`config.mk`:
```
export PLATFORM = sky130hd
export DESIGN_NAME = gpm_gpio_ports_with_pin_mux
export DESIGN_NICKNAME = d
export VERILOG_FILES = /design/src/verilog/gpm_pkg.sv /design/src/verilog/gpm_gpio_ports_with_pin_mux.sv
export SDC_FILE = /design/constraint.sdc
export NUM_CORES = 1
export LEC_CHECK = 0
export BUFFER_PORTS_ARGS = -buffer_cell sky130_fd_sc_hd__buf_2
export CAP_MARGIN = 20
export CORE_AREA = 10 10 214 216
export CTS_CLUSTER_DIAMETER = 150
export DETAILED_ROUTE_END_ITERATION = 6
export DIE_AREA = 0 0 224 226
export PLACE_DENSITY = 0.54
export SLEW_MARGIN = 0
export SYNTH_ARGS = -nofsm -noshare
export SYNTH_HDL_FRONTEND = slang
export SYNTH_SLANG_ARGS = --single-unit
```
`constraint.sdc`:
```
create_clock -name CLK_IN -period 5.05 [get_ports CLK_IN]
set_clock_uncertainty 0.15 [all_clocks]
set_input_delay 0.2525 -clock CLK_IN [delete_from_list [all_inputs] [get_ports CLK_IN]]
set_output_delay 0.2525 -clock CLK_IN [all_outputs]
set_load 0.02 [all_outputs]
```
`src/verilog/gpm_pkg.sv`:
```
// Constants, types and carriers for the GPIO ports and pin multiplexer
//------------------------------------------------------------------------------
//------------------------------------------------------------------------------
package gpm_pkg;
   localparam int PORT_CNT = 5;
   localparam int PORT_W   = 8;
   localparam int PIN_CNT  = PORT_CNT * PORT_W;
   localparam int PB_BASE  = 8;
   localparam int PC_BASE  = 16;
   localparam int PD_BASE  = 24;
   localparam int PE_BASE  = 32;
   localparam logic [7:0] ALT_MASK_B = 8'hff;
   localparam logic [7:0] ALT_MASK_C = 8'h7f;
   localparam logic [7:0] ALT_MASK_D = 8'h0f;
   localparam logic [7:0] ALT_MASK_E = 8'hfc;
   localparam int SPI_MOSI_BIT = 4;
   localparam int SPI_MISO_BIT = 5;
   localparam int SPI_SCK_BIT  = 6;
   localparam int UART_RX_BIT  = 1;
   localparam int UART_CTS_BIT = 2;
   localparam int T0A_BIT = 7;
   localparam int T0B_BIT = 6;
   localparam int T1CK_BIT = 5;
   localparam int T1A_BIT = 4;
   localparam int T1B_BIT = 3;
   localparam int T2CK_BIT = 2;
   localparam logic [PIN_CNT-1:0] PIN_RST = 40'h00_0000_0000;

   typedef enum logic [2:0] {GPM_TRIG_RISE, GPM_TRIG_FALL, GPM_TRIG_BOTH,
                             GPM_TRIG_HIGH, GPM_TRIG_LOW} gpm_trig_t;

   typedef struct packed {
      logic       master;
      logic [3:0] sel_n;
      logic [3:0] sel_oe;
      logic       mosi;
      logic       miso;
      logic       sck;
   } gpm_spi_drv_t;
   typedef struct packed {
      logic slave_en_n;
      logic mosi;
      logic miso;
      logic sck;
   } gpm_spi_rcv_t;
   typedef struct packed {
      logic tx;
      logic rts_n;
   } gpm_uart_drv_t;
   typedef struct packed {
      logic rx;
      logic cts_n;
   } gpm_uart_rcv_t;
   // Line order: timer0 A, timer0 B, timer1 A, timer1 B
   typedef struct packed {
      logic [3:0] line;
      logic [3:0] line_oe;
   } gpm_tmr_drv_t;
   typedef struct packed {
      logic [3:0] line;
      logic       t1_clk;
      logic       t2_clk;
   } gpm_tmr_rcv_t;
   typedef struct packed {
      logic [7:0] out;
      logic [7:0] oe;
   } gpm_busb_drv_t;
endpackage : gpm_pkg

```
`src/verilog/gpm_gpio_ports_with_pin_mux.sv`:
```
// GPIO ports with per-pin interrupts and the shared pin multiplexer
`timescale 1ns/1ps
module gpm_gpio_ports_with_pin_mux (
   input  wire logic                               CLK_IN,
   input  wire logic                               SYS_RST_IN,
   input  wire logic [gpm_pkg::PIN_CNT-1:0]        PORT_DIR_IN,
   input  wire logic [gpm_pkg::PIN_CNT-1:0]        PORT_DATA_IN,
   input  wire logic [gpm_pkg::PIN_CNT-1:0]        INT_EN_IN,
   input  wire gpm_pkg::gpm_trig_t [gpm_pkg::PIN_CNT-1:0] TRIG_SEL_IN,
   input  wire logic [gpm_pkg::PIN_CNT-1:0]        INT_CLR_IN,
   input  wire logic [7:0]                         ALT_SEL_B_IN,
   input  wire logic [7:0]                         ALT_SEL_C_IN,
   input  wire logic [7:0]                         ALT_SEL_D_IN,
   input  wire logic [7:0]                         ALT_SEL_E_IN,
   input  wire gpm_pkg::gpm_busb_drv_t             BUS_B_DRV_IN,
   input  wire gpm_pkg::gpm_spi_drv_t              SPI_DRV_IN,
   input  wire gpm_pkg::gpm_uart_drv_t             UART_DRV_IN,
   input  wire gpm_pkg::gpm_tmr_drv_t              TMR_DRV_IN,
   output gpm_pkg::gpm_spi_rcv_t                   SPI_RCV_OUT,
   output gpm_pkg::gpm_uart_rcv_t                  UART_RCV_OUT,
   output gpm_pkg::gpm_tmr_rcv_t                   TMR_RCV_OUT,
   input  wire logic [gpm_pkg::PIN_CNT-1:0]        PAD_IN,
   output logic [gpm_pkg::PIN_CNT-1:0]             PAD_OUT,
   output logic [gpm_pkg::PIN_CNT-1:0]             PAD_OE_OUT,
   output logic [gpm_pkg::PIN_CNT-1:0]             PIN_LEVEL_OUT,
   output logic [gpm_pkg::PIN_CNT-1:0]             INT_PEND_OUT,
   output logic                                    IRQ_OUT
);
   import gpm_pkg::*;

   //---------------------------------------------------------------------------
   // Input synchroniser and edge history
   //---------------------------------------------------------------------------
   logic [PIN_CNT-1:0] meta_q;
   logic [PIN_CNT-1:0] sync_q;
   logic [PIN_CNT-1:0] prev_q;

   always_ff @(posedge CLK_IN) begin
      if (SYS_RST_IN) begin
         meta_q <= PIN_RST;
         sync_q <= PIN_RST;
         prev_q <= PIN_RST;
      end else begin
         meta_q <= PAD_IN;
         sync_q <= meta_q;
         prev_q <= sync_q;
      end
   end

   assign PIN_LEVEL_OUT = sync_q;

   //---------------------------------------------------------------------------
   // Pin multiplexer
   //---------------------------------------------------------------------------
   logic [PIN_CNT-1:0] alt_on;
   logic [PIN_CNT-1:0] alt_out;
   logic [PIN_CNT-1:0] alt_oe;
   logic               spi_c_on;
   logic               mst;
   logic [7:0]         c_out;
   logic [7:0]         c_oe;
   logic [7:0]         d_out;
   logic [7:0]         d_oe;
   logic [7:0]         e_out;
   logic [7:0]         e_oe;

   // Port A has no alternate function
   assign alt_on = {ALT_SEL_E_IN & ALT_MASK_E, ALT_SEL_D_IN & ALT_MASK_D,
                    ALT_SEL_C_IN & ALT_MASK_C, ALT_SEL_B_IN & ALT_MASK_B,
                    8'h00};

   assign mst      = SPI_DRV_IN.master;
   assign spi_c_on = |(ALT_SEL_C_IN & ALT_MASK_C);

   assign c_out = {1'b0, SPI_DRV_IN.sck, SPI_DRV_IN.miso, SPI_DRV_IN.mosi,
                   SPI_DRV_IN.sel_n};
   // Select 0 always driven as master, 1..3 may float
   assign c_oe  = {1'b0, mst, ~mst, mst,
                   SPI_DRV_IN.sel_oe[3:1] & {3{mst}}, mst};

   assign d_out = {4'h0, UART_DRV_IN.rts_n, 2'b00, UART_DRV_IN.tx};
   assign d_oe  = 8'h09;

   assign e_out = {TMR_DRV_IN.line[0], TMR_DRV_IN.line[1], 1'b0,
                   TMR_DRV_IN.line[2], TMR_DRV_IN.line[3], 3'b000};
   assign e_oe  = {TMR_DRV_IN.line_oe[0], TMR_DRV_IN.line_oe[1], 1'b0,
                   TMR_DRV_IN.line_oe[2], TMR_DRV_IN.line_oe[3], 3'b000};

   assign alt_out = {e_out, d_out, c_out, BUS_B_DRV_IN.out, 8'h00};
   assign alt_oe  = {e_oe, d_oe, c_oe, BUS_B_DRV_IN.oe, 8'h00};

   //---------------------------------------------------------------------------
   // Pad drivers
   //---------------------------------------------------------------------------
   logic [PIN_CNT-1:0] out_d;
   logic [PIN_CNT-1:0] oe_d;
   logic [PIN_CNT-1:0] out_q;
   logic [PIN_CNT-1:0] oe_q;

   assign out_d = (alt_on & alt_out) | (~alt_on & PORT_DATA_IN);
   assign oe_d  = (alt_on & alt_oe) | (~alt_on & PORT_DIR_IN);

   always_ff @(posedge CLK_IN) begin
      if (SYS_RST_IN) begin
         out_q <= PIN_RST;
         oe_q  <= PIN_RST;
      end else begin
         out_q <= out_d;
         oe_q  <= oe_d;
      end
   end

   assign PAD_OUT    = out_q;
   assign PAD_OE_OUT = oe_q;

   //---------------------------------------------------------------------------
   // Peripheral receive side, idle values when not selected
   //---------------------------------------------------------------------------
   logic [7:0] c_in;
   logic [7:0] d_in;
   logic [7:0] e_in;
   logic [7:0] c_sel;
   logic [7:0] d_sel;
   logic [7:0] e_sel;

   assign c_in  = sync_q[PC_BASE +: 8];
   assign d_in  = sync_q[PD_BASE +: 8];
   assign e_in  = sync_q[PE_BASE +: 8];
   assign c_sel = alt_on[PC_BASE +: 8];
   assign d_sel = alt_on[PD_BASE +: 8];
   assign e_sel = alt_on[PE_BASE +: 8];

   assign SPI_RCV_OUT.slave_en_n = ~(c_sel[0] & ~mst & ~c_in[0]);
   assign SPI_RCV_OUT.mosi = c_sel[SPI_MOSI_BIT] & c_in[SPI_MOSI_BIT];
   assign SPI_RCV_OUT.miso = c_sel[SPI_MISO_BIT] & c_in[SPI_MISO_BIT];
   assign SPI_RCV_OUT.sck  = c_sel[SPI_SCK_BIT] & c_in[SPI_SCK_BIT];
   assign UART_RCV_OUT.rx    = ~d_sel[UART_RX_BIT] | d_in[UART_RX_BIT];
   assign UART_RCV_OUT.cts_n = ~d_sel[UART_CTS_BIT] | d_in[UART_CTS_BIT];
   assign TMR_RCV_OUT.line = {e_sel[T1B_BIT] & e_in[T1B_BIT],
                              e_sel[T1A_BIT] & e_in[T1A_BIT],
                              e_sel[T0B_BIT] & e_in[T0B_BIT],
                              e_sel[T0A_BIT] & e_in[T0A_BIT]};
   assign TMR_RCV_OUT.t1_clk = e_sel[T1CK_BIT] & e_in[T1CK_BIT];
   assign TMR_RCV_OUT.t2_clk = e_sel[T2CK_BIT] & e_in[T2CK_BIT];

   //---------------------------------------------------------------------------
   // Per-pin interrupt detection
   //---------------------------------------------------------------------------
   logic [PIN_CNT-1:0] hit;
   logic [PIN_CNT-1:0] is_edge;
   logic [PIN_CNT-1:0] pend_d;
   logic [PIN_CNT-1:0] pend_q;
   logic               irq_q;

   for (genvar i = 0; i < PIN_CNT; i++) begin : g_pin
      wire rise = sync_q[i] & ~prev_q[i];
      wire fall = ~sync_q[i] & prev_q[i];
      assign hit[i] = (TRIG_SEL_IN[i] == GPM_TRIG_RISE) ? rise :
                      (TRIG_SEL_IN[i] == GPM_TRIG_FALL) ? fall :
                      (TRIG_SEL_IN[i] == GPM_TRIG_BOTH) ? (rise | fall) :
                      (TRIG_SEL_IN[i] == GPM_TRIG_HIGH) ? sync_q[i] :
                      (TRIG_SEL_IN[i] == GPM_TRIG_LOW) ? ~sync_q[i] :
                      1'b0;
      assign is_edge[i] = (TRIG_SEL_IN[i] == GPM_TRIG_RISE) |
                          (TRIG_SEL_IN[i] == GPM_TRIG_FALL) |
                          (TRIG_SEL_IN[i] == GPM_TRIG_BOTH);
      // Edge: sticky, new edge beats clear; level: follows the pin
      assign pend_d[i] = INT_EN_IN[i] & (is_edge[i] ?
                         ((pend_q[i] & ~INT_CLR_IN[i]) | hit[i]) : hit[i]);
   end

   always_ff @(posedge CLK_IN) begin
      if (SYS_RST_IN) begin
         pend_q <= PIN_RST;
         irq_q  <= 1'b0;
      end else begin
         pend_q <= pend_d;
         irq_q  <= |pend_d;
      end
   end

   assign INT_PEND_OUT = pend_q;
   assign IRQ_OUT      = irq_q;

   logic [PIN_CNT-1:0] hold_v;
   logic [PIN_CNT-1:0] hit_en;
   assign hold_v = pend_q & ~INT_CLR_IN & INT_EN_IN & is_edge;
   assign hit_en = hit & INT_EN_IN;
endmodule : gpm_gpio_ports_with_pin_mux

```
Word level (Yosys, flattened, before mapping)
Index checks and enable logic that the tools add are counted.
{"block": "classes", "eq_ne": 160, "muxes": 240, "bitwise_logic": 465, "reduce_logical": 41}
{"cell": "== test 3 x 2 -> 1 bit, second input constant", "count": 80}
{"cell": "two-way mux 1 bit", "count": 240}
{"cell": "bitwise AND 1 bit", "count": 171}
{"cell": "OR 1 bit", "count": 162}
{"cell": "bitwise AND 40 bit", "count": 4}
{"cell": "inverter 1 bit", "count": 124}
{"cell": "== test 3 x 1 -> 1 bit, second input constant", "count": 40}
{"cell": "== test 3 bit, second input constant", "count": 40}
{"cell": "logical NOT 3 bit", "count": 40}
{"cell": "OR 40 bit", "count": 2}
{"cell": "inverter 40 bit", "count": 1}
{"cell": "OR reduction 40 bit", "count": 1}
{"cell": "bitwise AND 3 bit", "count": 1}
{"block": "word_totals", "regBits": 241, "inputBits": 392, "out_inout_bits": 173, "elab_cells": 913}

Logic depth before layout (Yosys ltp)
Gate-level depths: netlist of run 1.
{"block": "depth", "ltp_word": 10, "depth_mapped": 8, "depth_no_buf": 8}

Least setup slack after synthesis of run 1
Ideal clock, no wire load.
{"block": "synth_timing", "kind": "register -> register", "startpoint": "register sync_q[39] (netlist: PIN_LEVEL_OUT[39])", "endpoint": "register irq_q (netlist: IRQ_OUT)", "setup_time_ps": 133, "t_arrival_ps": 1720, "required_time_ps": 4767, "path_slack_ps": 3047, "stages_incl_launch_ff": 9, "path_buffers": 0, "synth_period_minus_slack_ps": 2003, "path_cell_list": "dfxtp_1 > inv_1 > ha_1 > nand2b_1 > a22o_1 > o221ai_1 > nand4_1 > nor4_1 > a31oi_1"}
{"block": "synth_between", "elab_chain_cells": 10, "elab_cells_between_ends": 13, "cone_classes": "6 x mux; 6 x bitwise; 1 x reduce/logical"}
{"element": "start: declaration", "line": "gpm_gpio_ports_with_pin_mux.sv:35", "text": "logic [PIN_CNT-1:0] sync_q;"}
{"element": "start signal: assignment", "line": "gpm_gpio_ports_with_pin_mux.sv:45", "text": "sync_q <= meta_q;"}
{"element": "inverter 1 bit", "line": "gpm_gpio_ports_with_pin_mux.sv:157, gpm_gpio_ports_with_pin_mux.sv:162"}
{"element": "two-way mux 1 bit or bitwise AND 1 bit (tied branches)", "line": "gpm_gpio_ports_with_pin_mux.sv:162, gpm_gpio_ports_with_pin_mux.sv:157"}
{"element": "two-way mux 1 bit or OR 1 bit (tied branches)", "line": "gpm_gpio_ports_with_pin_mux.sv:161, gpm_gpio_ports_with_pin_mux.sv:160"}
{"element": "two-way mux 1 bit", "line": "gpm_gpio_ports_with_pin_mux.sv:160", "text": "(TRIG_SEL_IN[i] == GPM_TRIG_BOTH) ? (rise | fall) :"}
{"element": "two-way mux 1 bit", "line": "gpm_gpio_ports_with_pin_mux.sv:159", "text": "(TRIG_SEL_IN[i] == GPM_TRIG_FALL) ? fall :"}
{"element": "two-way mux 1 bit *", "line": "gpm_gpio_ports_with_pin_mux.sv:158", "text": "assign hit[i] = (TRIG_SEL_IN[i] == GPM_TRIG_RISE) ? rise :"}
{"element": "OR 1 bit", "line": "gpm_gpio_ports_with_pin_mux.sv:169", "text": "((pend_q[i] & ~INT_CLR_IN[i]) | hit[i]) : hit[i]);"}
{"element": "two-way mux 1 bit *", "line": "gpm_gpio_ports_with_pin_mux.sv:168", "text": "assign pend_d[i] = INT_EN_IN[i] & (is_edge[i] ?"}
{"element": "bitwise AND 1 bit *", "line": "gpm_gpio_ports_with_pin_mux.sv:168"}
{"element": "OR reduction 40 bit *", "line": "gpm_gpio_ports_with_pin_mux.sv:178", "text": "irq_q <= |pend_d;"}
{"element": "end signal: assignment", "line": "gpm_gpio_ports_with_pin_mux.sv:178"}
{"element": "end: declaration", "line": "gpm_gpio_ports_with_pin_mux.sv:153", "text": "logic irq_q;"}
Every way passes the cells marked *; elsewhere a longest branch is shown, timed or not.
A chain may end at the register's enable or synchronous reset.

Worst setup path in the final report of run 1
Same ends and word-level chain as after synthesis.

==> results.txt, run 1 <==
In this run the clock root is driven by a sky130_fd_sc_hd__clkbuf_16. The quantity of hold-fixing buffers added after cts came out at about 230. The worst pin sits at a relative slew slack of 0.374.

The number of enable-type register cells in the synthesized netlist is 0. Of the available clock period, the critical path in the final layout requires 0.588. The routed wire length per instance is 17.1 um. The global-route wire length before repair came out at 63.9 mm.

The startpoint identified for the worst register-to-register timing path is PIN_LEVEL_OUT[39]. The shortest period the worst path allows came out at between 2 and 3 ns. Counting along the longest clock path gives a buffer depth of 3. The slowest cell on the critical path is sky130_fd_sc_hd__nor4_1. The row count came out at 75. The number of unique standard cell types used by synthesis is 34. The number of global-route vias before repair is ~12,000. The top cell type's share of synthesized area came out at 0.461. The die footprint came out at approximately 51,000 sq um.

The biggest area contributor in the post-synthesis netlist is sky130_fd_sc_hd__dfxtp_1. The required arrival time at the worst endpoint is 5.30 ns. The flow ran to the end, and the final reports show no timing, DRC or antenna violations. The worst setup path is launched from a flip-flop. The sequential fraction of the synthesis area is 0.461.

The worst-case reg-to-reg path depth came out at 8. The maximum number of pins on one net before global-route repair is 129. The transition time at the pin with the least slew margin is ~0.94 ns.

The initial antenna violation count came out at 12. The post-cts gate resize count is 0. In the post-synthesis netlist, the biggest area contributors are sky130_fd_sc_hd__dfxtp_1 46%, sky130_fd_sc_hd__ha_1 9.6%, sky130_fd_sc_hd__nor2b_1 8.9%. The final layout contains routed wiring with a total length of 42.8 mm. The number of routed nets with antenna violations came out at 0. The placed wire-length estimate is 32.4 mm. The die extent in x is 224 um. The signal on the critical path passes through inv_1 > ha_1 > nand2b_1 > a22o_1 > o221ai_1 > nand4_1 > nor4_1 > a31oi_1. Setup repair after global routing left no endpoint under its margin. Counting every sink on the clock net gives 241. The last weighted congestion value of the routability-driven placer is 0.896. The worst supply voltage drop on vdd is roughly 280 uV. The area inside the core boundary came out at 41,600 sq um. The synthesized net count came out at 1,610. The max-slew violation count came out at 0. The post-synthesis cell count is 1,138.

The CTS H-tree depth came out at 1. The Yosys step of the flow raised 0 warnings. The CTS tree is built. The clock latency on the worst-skew pair came out at between 0.5 and 0.6 ns. The cell area after placement came out at 13,800 sq um. The worst hold path terminates at INT_PEND_OUT[35]. The share of cells above drive strength 1 came out at 0.314. The post-CTS setup buffer count is 0. The number of maximum-capacitance constraint violations is 0. The summed negative setup slack over all endpoints is 0 ns.

In this run the tool buffered the top-level ports with 556 buffer cells. Counting instances, the worst hold path has a depth of 4. The pre-antenna-repair detailed-routing pass consisted of 6 iterations. With fillers left out, the area of the finished cells amounts to 17,100 sq um.

The total grt overflow is 0. Clock-pin slew was measured on the worst setup and hold paths at 0.06 ns. TritonCTS created 28 clock buffers. The post-synthesis register bit count is 241.

The primary flip-flop cell chosen by synthesis mapping is sky130_fd_sc_hd__dfxtp_1. The average instance area after synthesis came out at 9.20 sq um. Relative to the synthesized area, the layout overhead comes to 63.7%. The worst setup path is of the reg -> reg kind.

The number of DRC markers in iteration 0 came out at between 300 and 400. The average vias per placed instance is 4.35. The initial cell density of the core came out at 0.252. The DRC violations left is 0.

The area of the mapped netlist came out at 10,500 sq um. The worst endpoint data arrival time came out at 3.22 ns. The internal reg-to-reg setup slack is around 2.1 ns.

The detailed router placed 10,858 vias in this run. The power per unit of standard cell area is 294 nW/um^2. The maximum cell stage delay along the critical path came out at between 0.7 and 0.8 ns. Once layout is complete, the cells apart from fillers number 2,497. The post-placement cell count came out at 2,209. The vertical die dimension is 226 um.

For this run, the total global-route usage over all layers was measured as 0.159. The critical path endpoint category is a flip-flop. The number of nets in the finished design is 2,399. The endpoint identified for the worst register-to-register timing path is IRQ_OUT. The count of endpoints failing setup in the final report came out at 0. For this run, the top clock speed supported by timing is 337 MHz.

565 I/O pins were placed. The leakage component of the power is 8.22 nW. The highest fanout seen on the critical path came out at 5. The async set-reset flop share out of synthesis came out at 0. The final number of hold-violating endpoints was 0. The start point of the worst hold path is TRIG_SEL_IN[107].

The worst hold path belongs to the class in -> reg.
-- final cells by class --
class                      instances  area (sq um)
antenna                            9          22.5
clock buffer                      42           833
sequential                       241          4820
clock inverter                    10           168
fill                            4060         24400
multi-input combinational        751          5090
tap                              539           674
inverter                         120           450
timing repair buffer             785          5080
-- power by group --
group	internal [mW]	switching [mW]	total [mW]
clock	1.34	0.830	2.17
combinational	0.423	0.411	0.833
sequential	1.99	0.0404	2.03
total	3.76	1.28	5.04
-- registers in the layout, indices dropped and copies added (netlist names) --
register       count
meta_q            40
PAD_OUT           40
IRQ_OUT            1
PAD_OE_OUT        40
INT_PEND_OUT      40
prev_q            40
PIN_LEVEL_OUT     40
-- stage by stage --
stage | setup slack [ns] | util | hold slack [ns] | power (mW)
after floorplan | 3.05 | - | 0.179 | 2.40
after global placement | 1.92 | 0.333 | 0.265 | 2.74
after detailed placement | 1.86 | 0.333 | 0.271 | 2.75
after CTS | 1.84 | 0.412 | 0.00608 | 5.12
after global routing | 1.82 | 0.412 | 0.0185 | 5.29
final | 2.08 | 0.412 | 0.00828 | 5.04
-- per-layer routing --
metal	share of wire	GRT usage	vias to the layer above	wire length, um
met5	0.00065	0	-	28
met4	0.036	0.0645	6	1550
met3	0.088	0.0579	85	3750
met2	0.50	0.294	431	21500
met1	0.37	0.159	4948	15900
li1	-	-	5388	-
-- cell usage in the layout (no fill, tap or decap), types with 41 or more instances in the layout --
cell,count
sky130_fd_sc_hd__buf_2,555
sky130_fd_sc_hd__dfxtp_1,241
sky130_fd_sc_hd__dlygate4sd3_1,227
sky130_fd_sc_hd__nor2_1,165
sky130_fd_sc_hd__nor2b_1,149
sky130_fd_sc_hd__inv_1,120
sky130_fd_sc_hd__ha_1,80
sky130_fd_sc_hd__nor3_1,46
sky130_fd_sc_hd__a21oi_1,41
-- cell usage after synthesis (7+ instances only) --
library cell,instances
sky130_fd_sc_hd__a21oi_1,41
sky130_fd_sc_hd__a22o_1,21
sky130_fd_sc_hd__a31oi_1,9
sky130_fd_sc_hd__and2_1,9
sky130_fd_sc_hd__and3b_1,12
sky130_fd_sc_hd__buf_2,9
sky130_fd_sc_hd__clkbuf_1,16
sky130_fd_sc_hd__dfxtp_1,241
sky130_fd_sc_hd__ha_1,80
sky130_fd_sc_hd__inv_1,120
sky130_fd_sc_hd__mux2i_1,40
sky130_fd_sc_hd__nand2_1,17
sky130_fd_sc_hd__nand2b_1,24
sky130_fd_sc_hd__nand4_1,8
sky130_fd_sc_hd__nor2_1,165
sky130_fd_sc_hd__nor2b_1,149
sky130_fd_sc_hd__nor3_1,46
sky130_fd_sc_hd__nor3b_1,9
sky130_fd_sc_hd__o21a_1,40
sky130_fd_sc_hd__o21ai_0,7
sky130_fd_sc_hd__o21bai_1,11
sky130_fd_sc_hd__o221ai_1,33
-- critical path, delay by kind of cell, from the launching register on --
family,cells,cell delay [ns]
simple gates,3,1.05
compound gates,3,0.81
flops,1,0.40
fa+ha+maj,1,0.28
buf+inv,1,0.09
-- cell families after synthesis --
| kind of cell | count (synthesis) | synth area share |
|---|---|---|
| flops | 241 | 0.461 |
| buf+inv | 146 | 0.0534 |
| fa+ha+maj | 80 | 0.0956 |
| simple gates | 453 | 0.227 |
| mux | 40 | 0.0382 |
| compound gates | 178 | 0.125 |
-- how the worst max path moves through the flow --
| stage | startpoint | end | slack (ns) | cells after the start |
|---|---|---|---|---|
| 2_1_floorplan | PIN_LEVEL_OUT[39] | IRQ_OUT | 3.05 | 8 |
| 3_3_place_gp | PIN_LEVEL_OUT[39] | IRQ_OUT | 1.92 | 8 |
| 3_5_place_dp | PIN_LEVEL_OUT[39] | IRQ_OUT | 1.86 | 8 |
| 4_1_cts | PIN_LEVEL_OUT[39] | IRQ_OUT | 1.84 | 8 |
| 5_1_grt | PIN_LEVEL_OUT[39] | IRQ_OUT | 1.82 | 8 |
| 6_report | PIN_LEVEL_OUT[39] | IRQ_OUT | 2.08 | 8 |
(Power assumes the default switching activity.)
==> run 2, diff against run 1 <==
ABC_AREA = 1   (was default)
CORE_AREA = 10 10 211 213   (was 10 10 214 216)
DIE_AREA = 0 0 221 223   (was 0 0 224 226)
PLACE_DENSITY = 0.59   (was 0.54)
clock period = 2.59 ns   (was 5.05 ns; I/O delays follow)
==> run 2 against run 1 <==
Net effect: global-route usage increased by 2.5 points; utilization increased by 5.8 points; design area increased by 11%; worst setup slack got worse by 1.8 ns; critical endpoint is now INT_PEND_OUT[36].
==> results.txt, run 2 <==
Ranked by total cell area, the synthesized netlist is headed by sky130_fd_sc_hd__dfxtp_1 44%, sky130_fd_sc_hd__nor2_1 15%, sky130_fd_sc_hd__inv_1 11%. By count the netlist is led by 453 x sky130_fd_sc_hd__nor2_1, 325 x sky130_fd_sc_hd__inv_1, 291 x sky130_fd_sc_hd__nand2_1. The run finished with clean final reports. The power per unit of standard cell area came out at 522 nW/um^2. The synthesized net count came out at between 2,000 and 2,500. The CTS H-tree depth came out at 1. The largest buffer count on any clock path is 3. The placed wire-length estimate is 35.1 mm. The worst supply voltage drop on vdd is 522 uV.

The number of nets in the finished design came out at 3,023. The setup path with the least slack is of type reg -> reg. The number of DRC markers in iteration 0 came out at 573. The most used standard cell by instance count after synthesis is sky130_fd_sc_hd__nor2_1. The DRC violations left is 0. The cell chosen for the clock root is sky130_fd_sc_hd__clkbuf_16. The synthesized design spends more area on one cell type than any other, namely sky130_fd_sc_hd__dfxtp_1.

Walking the worst path, the cells encountered are nor2_1 > o21ai_0 > nand2_1 > dlygate4sd3_1 > nor3_1 > dlygate4sd3_1. The highest fanout seen on the critical path is 5. The die extent in x is roughly 220 um. The total grt overflow came out at 0. The period utilization is 0.895. The leading cell type in the layout, fill and taps excluded is sky130_fd_sc_hd__buf_2.

For this design, the slowest cell found on the critical path is sky130_fd_sc_hd__dlygate4sd3_1. The average vias per placed instance came out at between 4 and 5. The relative area change from synthesis to final layout is 72.1%. In this design, the critical path's most frequently occurring cell is sky130_fd_sc_hd__dlygate4sd3_1.

The final number of hold-violating endpoints came out at 0. The last weighted congestion value of the routability-driven placer came out at 0.909. The number of fill cells came out at 3,954. TritonCTS built the clock tree. The routed layout has 13,225 vias. The first global-routing pass estimated 74.3 mm of wire. Hold is met by 0.0451 ns. The min-delay analysis places its worst path in the category in -> reg. The share of cells above drive strength 1 came out at 0.246. The number of unique standard cell types used by synthesis is 22. In this run, post-CTS repair resized a total of 0 instances. After detailed routing, the average wire length per cell comes to 15.2 um. The shortest period the worst path allows came out at 2.32 ns. The maximum number of pins on one net before global-route repair came out at 97. The relative slew slack came out at 0.617. During placement, the flow inserted port buffers numbering 556. The maximum achievable frequency is 431 MHz.

The count of clock tree sinks came out at 241. The element type at the critical path start is a flip-flop. The vertical die dimension is ~220 um. TritonCTS created 29 clock buffers.

The initial cell density of the core came out at 0.273. STA classifies the critical path endpoint as a flip-flop. For this block, the routed nets add up to 47.4 mm of wire. The final total power came out at between 9 and 10 mW. The post-CTS setup buffer count came out at 0. The number of routed nets with antenna violations came out at 0.

The total routing usage reported by global routing came out at 0.184. The initial antenna violation count was 11. Data arrives at the worst endpoint at 2.66 ns. The number of global-route vias before repair came out at 13,977.

The post-synthesis cell count is 1,628. On the worst path, the slowest cell contributes a delay of 0.56 ns. The die footprint came out at 49,300 sq um. The library cells used most frequently in the layout, excluding fill and tap cells, are 555 x sky130_fd_sc_hd__buf_2, 453 x sky130_fd_sc_hd__nor2_1, 356 x sky130_fd_sc_hd__dlygate4sd3_1, 324 x sky130_fd_sc_hd__inv_1, 291 x sky130_fd_sc_hd__nand2_1. The max-slew violation count came out at 0. Setup repair after global routing left no endpoint under its margin.

The async set-reset flop share out of synthesis is 0. The leakage component of the power is 10.2 nW. In the synthesized netlist the dominant register cell turns out to be sky130_fd_sc_hd__dfxtp_1.

The multi-input combinational cells in the finished layout cover a total of 4810 sq um. The final design utilization is 0.470. A synthesized cell averages 6.77 sq um. For the final routed database, the setup TNS stands at 0 ns.

The number of enable-type register cells in the synthesized netlist came out at 0. The number of optimization iterations in the first detailed-route pass is 5. At the worst endpoint, the required time is just under 3 ns. The count of endpoints failing setup in the final report is 0.

The clock transition time at the flip-flop clock pins of the worst setup and hold paths is 0.06 ns. The number of maximum-capacitance constraint violations is 0. After floorplanning, the core was divided into between 70 and 80 placement rows. The clock latency on the worst-skew pair is 0.56 ns. The yosys synthesis warning count came out at 0. In the final layout, flip-flops and latches occupy 4820 sq um. The share of synthesized area in the top cell type comes to 0.438.

The transition time at the pin with the least slew margin is 0.574 ns. The sequential fraction of the synthesis area came out at 0.438. Counting flops and latches in the post-synthesis netlist gives 241. The area of the mapped netlist is approximately 11,000 sq um. The area inside the core boundary is 40,400 sq um. The I/O pin count is about 570.
==> run 2: changes by cell type after synthesis, moves of 24 or more <==
cell / before / now
sky130_fd_sc_hd__nor2b_1: 149 / 0
sky130_fd_sc_hd__nor2_1: 165 / 453
sky130_fd_sc_hd__nand2_1: 17 / 291
sky130_fd_sc_hd__nor3_1: 46 / 7
sky130_fd_sc_hd__inv_1: 120 / 325
sky130_fd_sc_hd__nand2b_1: 24 / 0
sky130_fd_sc_hd__o221ai_1: 33 / 0
sky130_fd_sc_hd__mux2i_1: 40 / 0
sky130_fd_sc_hd__o21a_1: 40 / 2
sky130_fd_sc_hd__o21ai_0: 7 / 103
==> run 2: cell type report <==
cell class                      instances  share of cell area
Antenna cell                            8             0.00106
Timing Repair Buffer                  918               0.338
Tap cell                              532              0.0351
Multi-Input combinational cell       1019               0.253
Sequential cell                       241               0.254
Clock buffer                           40              0.0441
Clock inverter                         11             0.00614
Inverter                              342              0.0677
==> run 2: final timing paths <==
path	start	cells past startpoint	slack (ns)	to
hold reg to reg	meta_q[33]	2	0.25	PIN_LEVEL_OUT[33]
setup reg to reg	PIN_LEVEL_OUT[36]	6	0.27	INT_PEND_OUT[36]
setup / recovery	PIN_LEVEL_OUT[36]	6	0.27	INT_PEND_OUT[36]
hold / removal	SYS_RST_IN	3	0.05	PIN_LEVEL_OUT[19]
==> run 2: through the flow <==
step | cell area, sq um | setup slack (ns) | instances
floorplan | 11000 | 0.751 | 1628
global route | 19000 | 0.0681 | 3111
CTS | 18900 | 0.266 | 3103
global placement | 14400 | 0.499 | 2696
detailed placement | 14400 | 0.439 | 2696
finish | 19000 | 0.272 | 3111
==> run 2: critical path: cells and delay by family, from the launching register on <==
family                 cells  cell delay, ns
flip-flops                 1            0.47
AND/OR/NAND/NOR            3            0.35
buffers and inverters      2            1.12
AO/OA/AOI/OAI              1            0.16
==> run 2: where the power goes <==
| group | internal (mW) | total (mW) | switching, mW |
|---|---|---|---|
| Combinational | 0.920 | 1.87 | 0.949 |
| Sequential | 3.88 | 3.96 | 0.0804 |
| Clock | 2.44 | 4.08 | 1.63 |
==> run 2: per-layer routing <==
metal  routed length, um  global-route usage  vias to the layer above
met1               18700               0.198                     6025
met4                1550              0.0681                        6
li1                    -                   -                     6646
met5                  52                   0                        -
met3                3660              0.0574                       95
met2               23500               0.332                      453
==> run 2: cell families (layout without fill, tap and decap cells) <==
logic type,count (synthesis),count (layout),share of synthesized area
AOI/OAI and AO/OA,163,163,0.0757
adders and majority gates,80,80,0.0908
buffers and inverters,368,1311,0.126
DFF,241,241,0.438
other,0,8,0
and+or+nand+nor,776,776,0.270
==> run 2: what timing repair did <==
action | CTS | global route
hold endpoints to repair | 207 | 0
setup endpoints to repair | 0 | 0
hold buffers | 356 | 0
